**src/design/acr_pkg.sv**
```systemverilog
// constants and carrier types for the clock, range and power register slice
`default_nettype none
package acr_pkg;
  // ----------------------------------------------------------------
  // register port geometry
  // ----------------------------------------------------------------
  localparam int unsigned ADDR_W = 8;
  localparam int unsigned DATA_W = 8;

  // ----------------------------------------------------------------
  // byte offsets; multi-byte registers put their low byte first
  // ----------------------------------------------------------------
  localparam logic [7:0] OFS_NOISE_CTRL = 8'h2b;
  localparam logic [7:0] OFS_EDGE_POS_0 = 8'h2c;
  localparam logic [7:0] OFS_EDGE_POS_1 = 8'h2d;
  localparam logic [7:0] OFS_EDGE_POS_2 = 8'h2e;
  localparam logic [7:0] OFS_FSR_LO = 8'h30;
  localparam logic [7:0] OFS_FSR_HI = 8'h31;
  localparam logic [7:0] OFS_PWR_MODE_ONE = 8'h37;
  localparam logic [7:0] OFS_TIMESTAMP_INPUT_CONTROL = 8'h3b;

  // ----------------------------------------------------------------
  // field positions
  // ----------------------------------------------------------------
  localparam int unsigned BIT_ANALOG_NS = 2;
  localparam int unsigned BIT_CLOCK_NS = 0;
  localparam int unsigned BIT_TIMESTAMP_INPUT_PECL = 1;
  localparam int unsigned BIT_TIMESTAMP_INPUT_RECV = 0;
  localparam int unsigned EDGE_POS_W = 24;
  localparam int unsigned FSR_W = 16;

  // ----------------------------------------------------------------
  // values after reset and accepted codes
  // ----------------------------------------------------------------
  localparam logic [7:0] RST_NOISE_CTRL = 8'h00;
  localparam logic [23:0] RST_EDGE_POS = 24'h000000;
  localparam logic [15:0] RST_FSR = 16'ha000;
  localparam logic [7:0] RST_TIMESTAMP_INPUT_CONTROL = 8'h00;
  localparam logic [7:0] RD_UNMAPPED = 8'h00;

  typedef enum logic [7:0] {
    PWR_LOW_POWER = 8'h46,
    PWR_HIGH_PERF = 8'h4b
  } acr_pwr_mode_e;

  localparam acr_pwr_mode_e RST_PWR_MODE_ONE = PWR_HIGH_PERF;

  // ----------------------------------------------------------------
  // carriers
  // ----------------------------------------------------------------
  typedef struct packed {
    logic wr;
    logic rd;
    logic [ADDR_W-1:0] addr;
    logic [DATA_W-1:0] wdata;
  } acr_req_s;

  typedef struct packed {
    logic valid;
    logic [DATA_W-1:0] data;
  } acr_rsp_s;

  typedef struct packed {
    logic analog_rail_noise_suppress_en;
    logic clock_rail_noise_suppress_en;
    logic [FSR_W-1:0] full_scale_range;
    logic [7:0] power_mode_code_one;
    logic low_power_mode;
    logic timestamp_pecl_mode_en;
    logic timestamp_receiver_en;
  } acr_ctrl_s;
endpackage
`default_nettype wire

```
**src/design/acr_regs.sv**
```systemverilog
// clock, full-scale range, power mode and timestamp control register slice
`default_nettype none
// Overview of operation
// - bit 2 enables analog rail noise suppression
// - bit 0 enables clock rail noise suppression
// - read-only 24-bit edge position, resets zero
// - 16-bit full-scale code, all channels, reset 0xa000
// - power mode accepts 0x46 or 0x4b only
// - timestamp bit 1 selects pecl termination mode
// - timestamp bit 0 enables receiver, off at reset
module acr_regs (
  input wire logic clk,
  input wire logic rstn,
  input wire acr_pkg::acr_req_s req,
  input wire logic [acr_pkg::EDGE_POS_W-1:0] sysref_edge_position_in,
  output var acr_pkg::acr_rsp_s rsp,
  output var acr_pkg::acr_ctrl_s ctrl
);
  import acr_pkg::*;

  // ----------------------------------------------------------------
  // state
  // ----------------------------------------------------------------
  logic [7:0] noise_q, noise_d;
  logic [EDGE_POS_W-1:0] pos_q, pos_d;
  logic [FSR_W-1:0] fsr_q, fsr_d;
  acr_pwr_mode_e pwr_q, pwr_d;
  logic [7:0] timestamp_input_q, timestamp_input_d;
  logic low_q, low_d;
  acr_rsp_s rsp_q, rsp_d;
  logic [7:0] rd_byte;

  // ----------------------------------------------------------------
  // read mux
  // ----------------------------------------------------------------
  always_comb begin
    case (req.addr)
      OFS_NOISE_CTRL: rd_byte = noise_q;
      OFS_EDGE_POS_0: rd_byte = pos_q[7:0];
      OFS_EDGE_POS_1: rd_byte = pos_q[15:8];
      OFS_EDGE_POS_2: rd_byte = pos_q[23:16];
      OFS_FSR_LO: rd_byte = fsr_q[7:0];
      OFS_FSR_HI: rd_byte = fsr_q[15:8];
      OFS_PWR_MODE_ONE: rd_byte = pwr_q;
      OFS_TIMESTAMP_INPUT_CONTROL: rd_byte = timestamp_input_q;
      default: rd_byte = RD_UNMAPPED;
    endcase
  end

  // ----------------------------------------------------------------
  // next state
  // ----------------------------------------------------------------
  always_comb begin
    noise_d = noise_q;
    fsr_d = fsr_q;
    pwr_d = pwr_q;
    timestamp_input_d = timestamp_input_q;
    // status tracks the detector every cycle; writes to it go nowhere
    pos_d = sysref_edge_position_in;
    rsp_d.valid = req.rd;
    rsp_d.data = req.rd ? rd_byte : RD_UNMAPPED;
    if (req.wr) begin
      case (req.addr)
        // reserved bits are stored as written so read-back stays honest
        OFS_NOISE_CTRL: noise_d = req.wdata;
        OFS_FSR_LO: fsr_d[7:0] = req.wdata;
        OFS_FSR_HI: fsr_d[15:8] = req.wdata;
        OFS_PWR_MODE_ONE: begin
          // a reserved code is dropped rather than driving an undefined mode
          if (req.wdata == PWR_LOW_POWER || req.wdata == PWR_HIGH_PERF) begin
            pwr_d = acr_pwr_mode_e'(req.wdata);
          end
        end
        OFS_TIMESTAMP_INPUT_CONTROL: timestamp_input_d = req.wdata;
        default: begin
        end
      endcase
    end
    // decoded ahead of the flop so the mode flag leaves on a register in step with the code
    low_d = (pwr_d == PWR_LOW_POWER);
  end

  always_ff @(posedge clk or negedge rstn) begin
    if (!rstn) begin
      noise_q <= RST_NOISE_CTRL;
      pos_q <= RST_EDGE_POS;
      fsr_q <= RST_FSR;
      pwr_q <= RST_PWR_MODE_ONE;
      timestamp_input_q <= RST_TIMESTAMP_INPUT_CONTROL;
      low_q <= (RST_PWR_MODE_ONE == PWR_LOW_POWER);
      rsp_q <= '0;
    end else begin
      noise_q <= noise_d;
      pos_q <= pos_d;
      fsr_q <= fsr_d;
      pwr_q <= pwr_d;
      timestamp_input_q <= timestamp_input_d;
      low_q <= low_d;
      rsp_q <= rsp_d;
    end
  end

  // ----------------------------------------------------------------
  // outputs, all straight from the state flops
  // ----------------------------------------------------------------
  assign rsp = rsp_q;
  always_comb begin
    ctrl.analog_rail_noise_suppress_en = noise_q[BIT_ANALOG_NS];
    ctrl.clock_rail_noise_suppress_en = noise_q[BIT_CLOCK_NS];
    ctrl.full_scale_range = fsr_q;
    ctrl.power_mode_code_one = pwr_q;
    ctrl.low_power_mode = low_q;
    ctrl.timestamp_pecl_mode_en = timestamp_input_q[BIT_TIMESTAMP_INPUT_PECL];
    ctrl.timestamp_receiver_en = timestamp_input_q[BIT_TIMESTAMP_INPUT_RECV];
  end

  // ----------------------------------------------------------------
  // assertions
  // ----------------------------------------------------------------
  property p_analog_ns;
    @(posedge clk) disable iff (!rstn)
      req.wr && req.addr == OFS_NOISE_CTRL |=>
        ctrl.analog_rail_noise_suppress_en == $past(req.wdata[BIT_ANALOG_NS]);
  endproperty
  a_analog_ns: assert property (p_analog_ns) else $error("analog rail enable wrong");

  property p_clock_ns;
    @(posedge clk) disable iff (!rstn)
      req.wr && req.addr == OFS_NOISE_CTRL |=>
        ctrl.clock_rail_noise_suppress_en == $past(req.wdata[BIT_CLOCK_NS]);
  endproperty
  a_clock_ns: assert property (p_clock_ns) else $error("clock rail enable wrong");

  property p_edge_pos_read;
    @(posedge clk) disable iff (!rstn)
      req.rd && req.addr == OFS_EDGE_POS_2 |-> ##1 rsp.valid ##0
        rsp.data == $past(sysref_edge_position_in[23:16], 2);
  endproperty
  a_edge_pos_read: assert property (p_edge_pos_read)
    else $error("edge position read wrong");

  property p_fsr_write;
    @(posedge clk) disable iff (!rstn)
      req.wr && req.addr == OFS_FSR_HI |=>
        ctrl.full_scale_range[15:8] == $past(req.wdata) && $stable(ctrl.full_scale_range[7:0]);
  endproperty
  a_fsr_write: assert property (p_fsr_write) else $error("full-scale write wrong");

  property p_fsr_lo_write;
    @(posedge clk) disable iff (!rstn)
      req.wr && req.addr == OFS_FSR_LO |=>
        ctrl.full_scale_range[7:0] == $past(req.wdata) && $stable(ctrl.full_scale_range[15:8]);
  endproperty
  a_fsr_lo_write: assert property (p_fsr_lo_write)
    else $error("full-scale low byte write wrong");

  property p_pwr_legal;
    @(posedge clk) disable iff (!rstn)
      ctrl.power_mode_code_one == PWR_LOW_POWER || ctrl.power_mode_code_one == PWR_HIGH_PERF;
  endproperty
  a_pwr_legal: assert property (p_pwr_legal) else $error("power mode holds reserved code");

  property p_pwr_reserved_ignored;
    @(posedge clk) disable iff (!rstn)
      req.wr && req.addr == OFS_PWR_MODE_ONE && req.wdata != PWR_LOW_POWER
        && req.wdata != PWR_HIGH_PERF |=> $stable(ctrl.power_mode_code_one);
  endproperty
  a_pwr_reserved_ignored: assert property (p_pwr_reserved_ignored)
    else $error("reserved code taken");

  // the mode flag is a flop of its own, so keep it in step with the code
  property p_low_power_flag;
    @(posedge clk) disable iff (!rstn)
      ctrl.low_power_mode == (ctrl.power_mode_code_one == PWR_LOW_POWER);
  endproperty
  a_low_power_flag: assert property (p_low_power_flag)
    else $error("low power flag out of step");

  property p_timestamp_input_pecl;
    @(posedge clk) disable iff (!rstn)
      req.wr && req.addr == OFS_TIMESTAMP_INPUT_CONTROL |=>
        ctrl.timestamp_pecl_mode_en == $past(req.wdata[BIT_TIMESTAMP_INPUT_PECL]);
  endproperty
  a_timestamp_input_pecl: assert property (p_timestamp_input_pecl) else $error("pecl mode enable wrong");

  property p_timestamp_input_recv;
    @(posedge clk) disable iff (!rstn)
      $rose(ctrl.timestamp_receiver_en) |->
        $past(req.wr && req.addr == OFS_TIMESTAMP_INPUT_CONTROL && req.wdata[BIT_TIMESTAMP_INPUT_RECV]);
  endproperty
  a_timestamp_input_recv: assert property (p_timestamp_input_recv)
    else $error("receiver enabled without write");

  property p_readback;
    @(posedge clk) disable iff (!rstn)
      req.wr && req.addr == OFS_TIMESTAMP_INPUT_CONTROL ##1 req.rd && !req.wr && req.addr == OFS_TIMESTAMP_INPUT_CONTROL
        |=> rsp.valid && rsp.data == $past(req.wdata, 2);
  endproperty
  a_readback: assert property (p_readback) else $error("read-back mismatch");

  property p_rsp_valid;
    @(posedge clk) disable iff (!rstn)
      req.rd |=> rsp.valid;
  endproperty
  a_rsp_valid: assert property (p_rsp_valid)
    else $error("read answer missing");

  property p_rsp_idle;
    @(posedge clk) disable iff (!rstn)
      !req.rd |=> !rsp.valid && rsp.data == RD_UNMAPPED;
  endproperty
  a_rsp_idle: assert property (p_rsp_idle)
    else $error("answer without read");

  c_low_power: cover property (@(posedge clk) disable iff (!rstn) $rose(ctrl.low_power_mode));
  c_fsr_min: cover property (@(posedge clk) disable iff (!rstn)
    ctrl.full_scale_range == 16'h2000);
  c_recv_on: cover property (@(posedge clk) disable iff (!rstn)
    ctrl.timestamp_receiver_en && ctrl.timestamp_pecl_mode_en);
  c_back_to_back: cover property (@(posedge clk) disable iff (!rstn)
    req.wr && req.addr == OFS_TIMESTAMP_INPUT_CONTROL ##1 req.rd && req.addr == OFS_TIMESTAMP_INPUT_CONTROL);
endmodule
`default_nettype wire

```
**config.mk**
```make
export PLATFORM = sky130hd
export DESIGN_NAME = acr_regs
export DESIGN_NICKNAME = d
export VERILOG_FILES = /design/src/design/acr_pkg.sv /design/src/design/acr_regs.sv
export SDC_FILE = /design/constraint.sdc
export NUM_CORES = 1
export LEC_CHECK = 0
export BUFFER_PORTS_ARGS = -buffer_cell sky130_fd_sc_hd__buf_2
export CAP_MARGIN = 20
export CORE_MARGIN = 8
export CORE_UTILIZATION = 40
export CTS_CLUSTER_DIAMETER = 50
export DETAILED_ROUTE_END_ITERATION = 16
export GPL_TIMING_DRIVEN = 0
export SYNTH_ARGS = -nofsm -noshare
export SYNTH_HDL_FRONTEND = slang
export SYNTH_SLANG_ARGS = --single-unit
```
**constraint.sdc**
```tcl
create_clock -name clk -period 1.5 [get_ports clk]
set_input_delay 0.15 -clock clk [delete_from_list [all_inputs] [get_ports clk]]
set_output_delay 0.15 -clock clk [all_outputs]
set_load 0.01 [all_outputs]
```
==> metrics.log, run 1 <==
INFO  metric layout-drive-gt1-share = 50.8%
INFO  metric distinct_cell_type_count_of_the_synthesized_netlist = 42
INFO  metric syn-instance-count = 219
INFO  metric yosys_most_used_dff = dfrtp_1
INFO  metric clock_sink_total = 74
INFO  metric ys_seq_area_share = 60.9%
INFO  metric avgRoutedWirePerCell = 18.1 um
INFO  metric grt_max_degree = 51
INFO  metric cp.arrival = 1880 ps
INFO  metric post_synth_instance_area = 3060 sq um
INFO  metric drt-total-wl = 8.26 mm
INFO  metric grt_remaining_overflow = 0
INFO  metric io-pin-count = 82
INFO  metric crit_path_cell_trace = buf_6, or3b_4, or4b_4, clkinv_4, nand3b_4, mux2_4
INFO  metric antenna_found_initial = 0
INFO  metric place_inst = 405
INFO  metric die-width = 103 um
INFO  metric num_antenna_cells = 0
INFO  metric failed_checks = negative setup slack
INFO  metric critical_path.endpoint_type = register
INFO  metric crit_path_max_incr_delay = 600 ps
INFO  metric tightestPinTransition = 449 ps
INFO  metric critical_path.startpoint_type = input pin
INFO  metric cts-root-to-sink-buffers = 2
INFO  metric global_route.usage.total = 16.2%
INFO  metric critical-path-slowest-cell = or4b_4
INFO  metric final.setup.worst_slack = -143 ps
INFO  metric drt_iter0_markers = 90
INFO  metric synth.ff_latch_count = 74
INFO  metric floorplan.die_area = 10700 sq um
INFO  metric grt_setup_unrepaired = true
INFO  metric synth.avg_cell_area = 14.0 sq um
INFO  metric numPortBuffers = 81
INFO  metric timing.max_cap.violations = 0
INFO  metric final-instance-count-excl-fill = 456
INFO  metric layout-area-overhead-vs-synth = 41.3%
INFO  metric ys.warnings.count = 0
INFO  metric clock_tree_from_tritoncts = yes
INFO  metric power_density = 907 nW/um^2
INFO  metric pre_cts_slack = -1050 ps
INFO  metric finalSetupViolations = 30
INFO  metric crit_required = 1730 ps
INFO  metric timing.final.crit_period = 1640 ps
INFO  metric average_vias_per_placed_instance = 4.99
INFO  metric drtAntennaViolNets = 0
INFO  metric first_global_vias = 2453
INFO  metric postSynthNetCount = 263
INFO  metric totalPowerFinal = 0.00391 W
INFO  metric fin_crit_sh = 110%
INFO  metric asyncSetResetFlopFracSynth = 100%
INFO  metric core_region_area = 7570 sq um
INFO  metric detailedRoute.firstPassIterationCount = 6
INFO  metric root_buffer = clkbuf_8
INFO  metric placement_rows = 32
INFO  metric path_max_fanout = 8
INFO  metric final_net_count = 393
INFO  metric numCtsBuffers = 9
INFO  metric worst_case_vdd_ir_drop = 0.000606 V
INFO  metric max_freq = 609 MHz
INFO  metric clk-insertion-delay-late = 340 ps
INFO  metric gp_congestion = 0.741
INFO  metric drc_errors = 0
INFO  metric dp_hpwl = 5.65 mm
INFO  metric first_pass_grt_wire_length = 12.7 mm
INFO  metric run_status = finished with violations
INFO  metric final_max_slew_viol_count = 0
INFO  metric finClkSkew = 8.87 ps
INFO  metric path_type_of_the_worst_setup_path = in -> reg
INFO  metric clkSlewWorstSetupHoldPaths = 70 ps
INFO  metric num_vias = 2276
INFO  metric hold_viol_final = 0
INFO  metric h-tree-depth = 3
INFO  metric worst_slew_margin_rel = 70.0%
INFO  metric initial_core_util = 40.4%
INFO  metric count_of_flip_flops_with_a_built_in_enable_after_synthesis = 0
INFO  metric power.static_leakage = 2.14 nW
INFO  metric hold_class = in -> reg
INFO  metric dieHeight = 103 um
## kinds of logic after synthesis
family,count (synthesis),synth area share [%]
muxes,48,17.4
AOI/OAI and AO/OA,41,9.21
DFF,74,60.9
buffers and inverters,19,3.81
and+or+nand+nor,37,8.76
## cell usage in the layout, fill, tap and decap left out, types with 2 or more instances in the layout
cell type       n
or2_2           2
clkinv_4        2
clkbuf_1        4
a31oi_1         5
and3_1          2
nor4_4          3
buf_2          81
nor2_1          4
mux2_4         12
buf_6           5
nand3b_1        2
buf_4          18
a21oi_1        11
mux2_2         22
a221oi_1        3
nand2_1         4
nand3_1         2
dfrtp_1        68
a221oi_2        3
clkbuf_8       12
a222oi_1        2
dlygate4sd3_1  26
o2bb2ai_1       2
o22ai_2         3
nor4b_1         2
o22ai_1         2
nor2b_1         5
a22oi_1         6
dfstp_2         6
mux2i_1        14
inv_1           5
## layer usage
| layer | share of wire (%) | global-route usage, % | vias to the layer above |
|---|---|---|---|
| li1 | - | - | 1067 |
| met5 | 0 | 0 | - |
| met4 | 1.6 | 6.56 | 0 |
| met1 | 40 | 19.3 | 1115 |
| met3 | 9.0 | 5.42 | 12 |
| met2 | 49 | 26.4 | 82 |
## per-stage QoR
| step | utilization (%) | hold slack (ps) | area, sq um | TNS, ps |
|---|---|---|---|---|
| after detailed placement | 48.6 | 84.8 | 3680 | -31190 |
| after global placement | 48.0 | 258 | 3630 | -42270 |
| after global routing | 57.0 | 99.1 | 4320 | -3130 |
| after CTS | 56.1 | 92.6 | 4240 | -4170 |
| final | 57.0 | 103 | 4320 | -2170 |
| after floorplan | - | -146 | 3100 | -13210 |
## critical path: cells and delay by family
family | cells | cell delay [ps]
buffers and inverters | 2 | 180
muxes | 1 | 340
and+or+nand+nor | 3 | 1200
## cell type report
| cell class | instances | area (sq um) |
|---|---|---|
| clock inverters | 1 | 8.76 |
| plain buffers | 10 | 76.3 |
| flip-flops and latches | 74 | 1860 |
| multi-input cells | 126 | 1230 |
| inverters | 6 | 27.5 |
| well taps | 102 | 128 |
| clock buffers | 15 | 176 |
| repair buffers | 122 | 812 |
| fillers | 633 | 3250 |
## where the power goes
part           switching (W)  internal [W]  total, W
clock               0.000675      0.000742   0.00142
combinational       0.000182      0.000204  0.000386
sequential         0.0000378       0.00207   0.00211
total               0.000894       0.00302   0.00391
## final timing paths
check                                            end                 start  depth (start not counted)  slack [ps]
worst min-delay path                        fsr_q[6]                req[6]                          2         100
worst min register to register  timestamp_input_q[2]  timestamp_input_q[2]                          1         520
max in group asynchronous                  fsr_q[13]                  rstn                          3         650
worst max register to register                rsp[2]             fsr_q[10]                          3         200
worst max-delay path                        fsr_q[4]               req[14]                          6        -140
min in group asynchronous                   fsr_q[8]                  rstn                          2         260
## cells in the mapped netlist (4+ instances only)
| library cell | count | area [sq um] |
|---|---|---|
| dfrtp_1 | 68 | 1700 |
| mux2_2 | 30 | 338 |
| mux2i_1 | 14 | 140 |
| a21oi_1 | 11 | 55.1 |
| a221oi_1 | 6 | 52.6 |
| a22oi_1 | 6 | 45.0 |
| buf_4 | 6 | 45.0 |
| dfstp_2 | 6 | 158 |
| o22ai_1 | 6 | 37.5 |
| a31oi_1 | 5 | 31.3 |
| inv_1 | 5 | 18.8 |
| nor2b_1 | 5 | 31.3 |
| nand2_1 | 4 | 15.0 |
| nor2_1 | 4 | 15.0 |
## registers in the layout, indices dropped and copies added, names as in the netlist
register,flops
fsr_q,16
low_q,1
noise_q,8
pos_q,24
pwr_q,8
rsp,9
timestamp_input_q,8
## timing repair
item / CTS / global route
hold buffers: 26 / 0
endpoints found under the setup margin: 42 / 41
endpoints found under the hold margin: 49 / 0
resized for setup: 16 / 9
buffers inserted: 7 / 5
pin swaps: 7 / 5
Note: power is estimated with default switching activity, not from simulation.
==> run 2: changes to the inputs <==
==> constraint.sdc (replaced) <==
create_clock -name clk -period 1.5 [get_ports clk]
set_input_delay 0.15 -clock clk [delete_from_list [all_inputs] [get_ports clk]]
set_output_delay 0.15 -clock clk [all_outputs]
set_load 0.1 [all_outputs]
==> metrics.log, run 2 (same netlist as run 1, synthesis figures left out) <==
INFO  metric initial_core_util = 40.4%
INFO  metric gp_congestion = 0.788
INFO  metric core_region_area = 7570 sq um
INFO  metric power.static_leakage = 2.11 nW
INFO  metric final.setup.worst_slack = -87.5 ps
INFO  metric first_pass_grt_wire_length = 12.9 mm
INFO  metric average_vias_per_placed_instance = 5.09
INFO  metric final_max_slew_viol_count = 0
INFO  metric grt_setup_unrepaired = true
INFO  metric max_reg_flops = 24
INFO  metric cts-root-to-sink-buffers = 2
INFO  metric clkSlewWorstSetupHoldPaths = 80 ps
INFO  metric fin_tns_setup = -1090 ps
INFO  metric tightestPinTransition = 498 ps
INFO  metric power.clock.fraction = 33.8%
INFO  metric clk-insertion-delay-late = 350 ps
INFO  metric drtAntennaViolNets = 0
INFO  metric detailedRoute.firstPassIterationCount = 4
INFO  metric worst_slew_margin_rel = 67.0%
INFO  metric fin_crit_sh = 106%
INFO  metric critical-path-slowest-cell = or4b_4
INFO  metric timing.max_cap.violations = 0
INFO  metric n_fill_cell = 641
INFO  metric io-pin-count = 82
INFO  metric avgRoutedWirePerCell = 17.9 um
INFO  metric max_freq = 630 MHz
INFO  metric numCtsBuffers = 9
INFO  metric seq_power_share = 52.0%
INFO  metric first_global_vias = 2441
INFO  metric placement_rows = 32
INFO  metric dp_hpwl = 5.60 mm
INFO  metric numPortBuffers = 81
INFO  metric die-width = 103 um
INFO  metric sequential_cell_area = 1860 sq um
INFO  metric run_status = finished with violations
INFO  metric critical_path.endpoint_type = register
INFO  metric drt_iter0_markers = 106
INFO  metric path_max_fanout = 8
INFO  metric critical_path.startpoint_type = input pin
INFO  metric root_buffer = clkbuf_8
INFO  metric multi_input_area = 1230 sq um
INFO  metric crit_path_cell_trace = buf_6, or3b_4, or4b_4, clkinv_4, nand3b_4, mux2_4
INFO  metric final_cell_mix = buf_2 (76), dfrtp_1 (68), dlygate4sd3_1 (26)
INFO  metric dieHeight = 103 um
INFO  metric finalSetupViolations = 21
INFO  metric layout-area-overhead-vs-synth = 39.3%
INFO  metric hold_class = in -> reg
INFO  metric sw_frac_of_total = 28.4%
INFO  metric global_route.usage.total = 16.2%
INFO  metric hold_viol_final = 0
INFO  metric timing.final.crit_period = 1590 ps
INFO  metric grt_remaining_overflow = 0
INFO  metric path_type_of_the_worst_setup_path = in -> reg
INFO  metric clock_tree_from_tritoncts = yes
INFO  metric combinationalPowerShare = 14.2%
INFO  metric crit_required = 1730 ps
INFO  metric drt-total-wl = 8.05 mm
INFO  metric worst_case_vdd_ir_drop = 0.000592 V
INFO  metric grt_max_degree = 47
INFO  metric clock_sink_total = 74
INFO  metric h-tree-depth = 3
INFO  metric power_density = 952 nW/um^2
INFO  metric layout-drive-gt1-share = 50.7%
INFO  metric place_inst = 405
INFO  metric num_vias = 2285
INFO  metric antenna_found_initial = 0
INFO  metric drc_errors = 0
INFO  metric layout_commonest_cell = buf_2
INFO  metric num_antenna_cells = 0
INFO  metric floorplan.die_area = 10700 sq um
INFO  metric totalPowerFinal = 0.00405 W
INFO  metric failed_checks = negative setup slack
INFO  metric crit_path_max_incr_delay = 550 ps
INFO  metric final-instance-count-excl-fill = 449
INFO  metric intPower = 0.00290 W
INFO  metric cp.arrival = 1820 ps
INFO  metric final_net_count = 386
INFO  metric finClkSkew = 9.75 ps
INFO  metric max_flop_register = pos_q
INFO  metric total_switching_power = 0.00115 W
==> run 2: power by group through the flow <==
stage                     Combinational, W  Sequential, W  Clock, W
after floorplan                   0.000162        0.00230         0
after global placement            0.000493        0.00214         0
after detailed placement          0.000506        0.00215         0
after CTS                         0.000574        0.00211   0.00139
after global routing              0.000610        0.00212   0.00149
final                             0.000574        0.00211   0.00137
==> run 2: through the flow <==
step	hold WS (ps)	instance area, sq um	util (%)	setup WS, ps
after global routing	92.6	4260	56.2	-105
after CTS	90.0	4220	55.7	-213
after detailed placement	105	3680	48.6	-951
after global placement	258	3630	48.0	-995
final	103	4260	56.2	-87.5
after floorplan	-146	3100	-	-401
==> run 2: area by class of cell <==
class,count,area share [%]
Buffer,9,1.59
Clock buffer,10,3.23
Clock inverter,6,0.764
Inverter,6,0.647
Multi-Input combinational cell,126,28.9
Sequential cell,74,43.7
Tap cell,102,3.00
Timing Repair Buffer,116,18.2
==> run 2: critical path, delay by kind of cell <==
family	cells	cell delay, ps
buf+inv	2	190
mux	1	340
simple gates	3	1140
==> run 2: layer usage <==
layer  vias to the layer above  routed length (um)  track usage (%)
li1                       1051                   -                -
met1                      1127                3450             20.6
met2                        98                3890             25.7
met3                         9                 579             3.75
met4                         0                 127             7.45
met5                         -                   0                0
==> run 2: path summary, 6_finish.rpt <==
| kind | from | to | slack [ps] | cells past startpoint |
|---|---|---|---|---|
| max in group asynchronous | rstn | fsr_q[15] | 620 | 3 |
| setup / recovery | req[14] | fsr_q[6] | -90 | 6 |
| hold reg to reg | timestamp_input_q[4] | timestamp_input_q[4] | 510 | 1 |
| setup reg to reg | fsr_q[11] | rsp[3] | 190 | 4 |
| hold / removal | req[0] | fsr_q[8] | 100 | 2 |
| min in group asynchronous | rstn | pos_q[16] | 270 | 2 |
==> run 2: timing repair <==
item | 4_1_cts | 5_1_grt
pin swaps | 11 | 9
setup buffers | 5 | 2
resized for setup | 19 | 11
hold endpoints to repair | 52 | 0
setup endpoints to repair | 46 | 42
hold buffers | 26 | 0
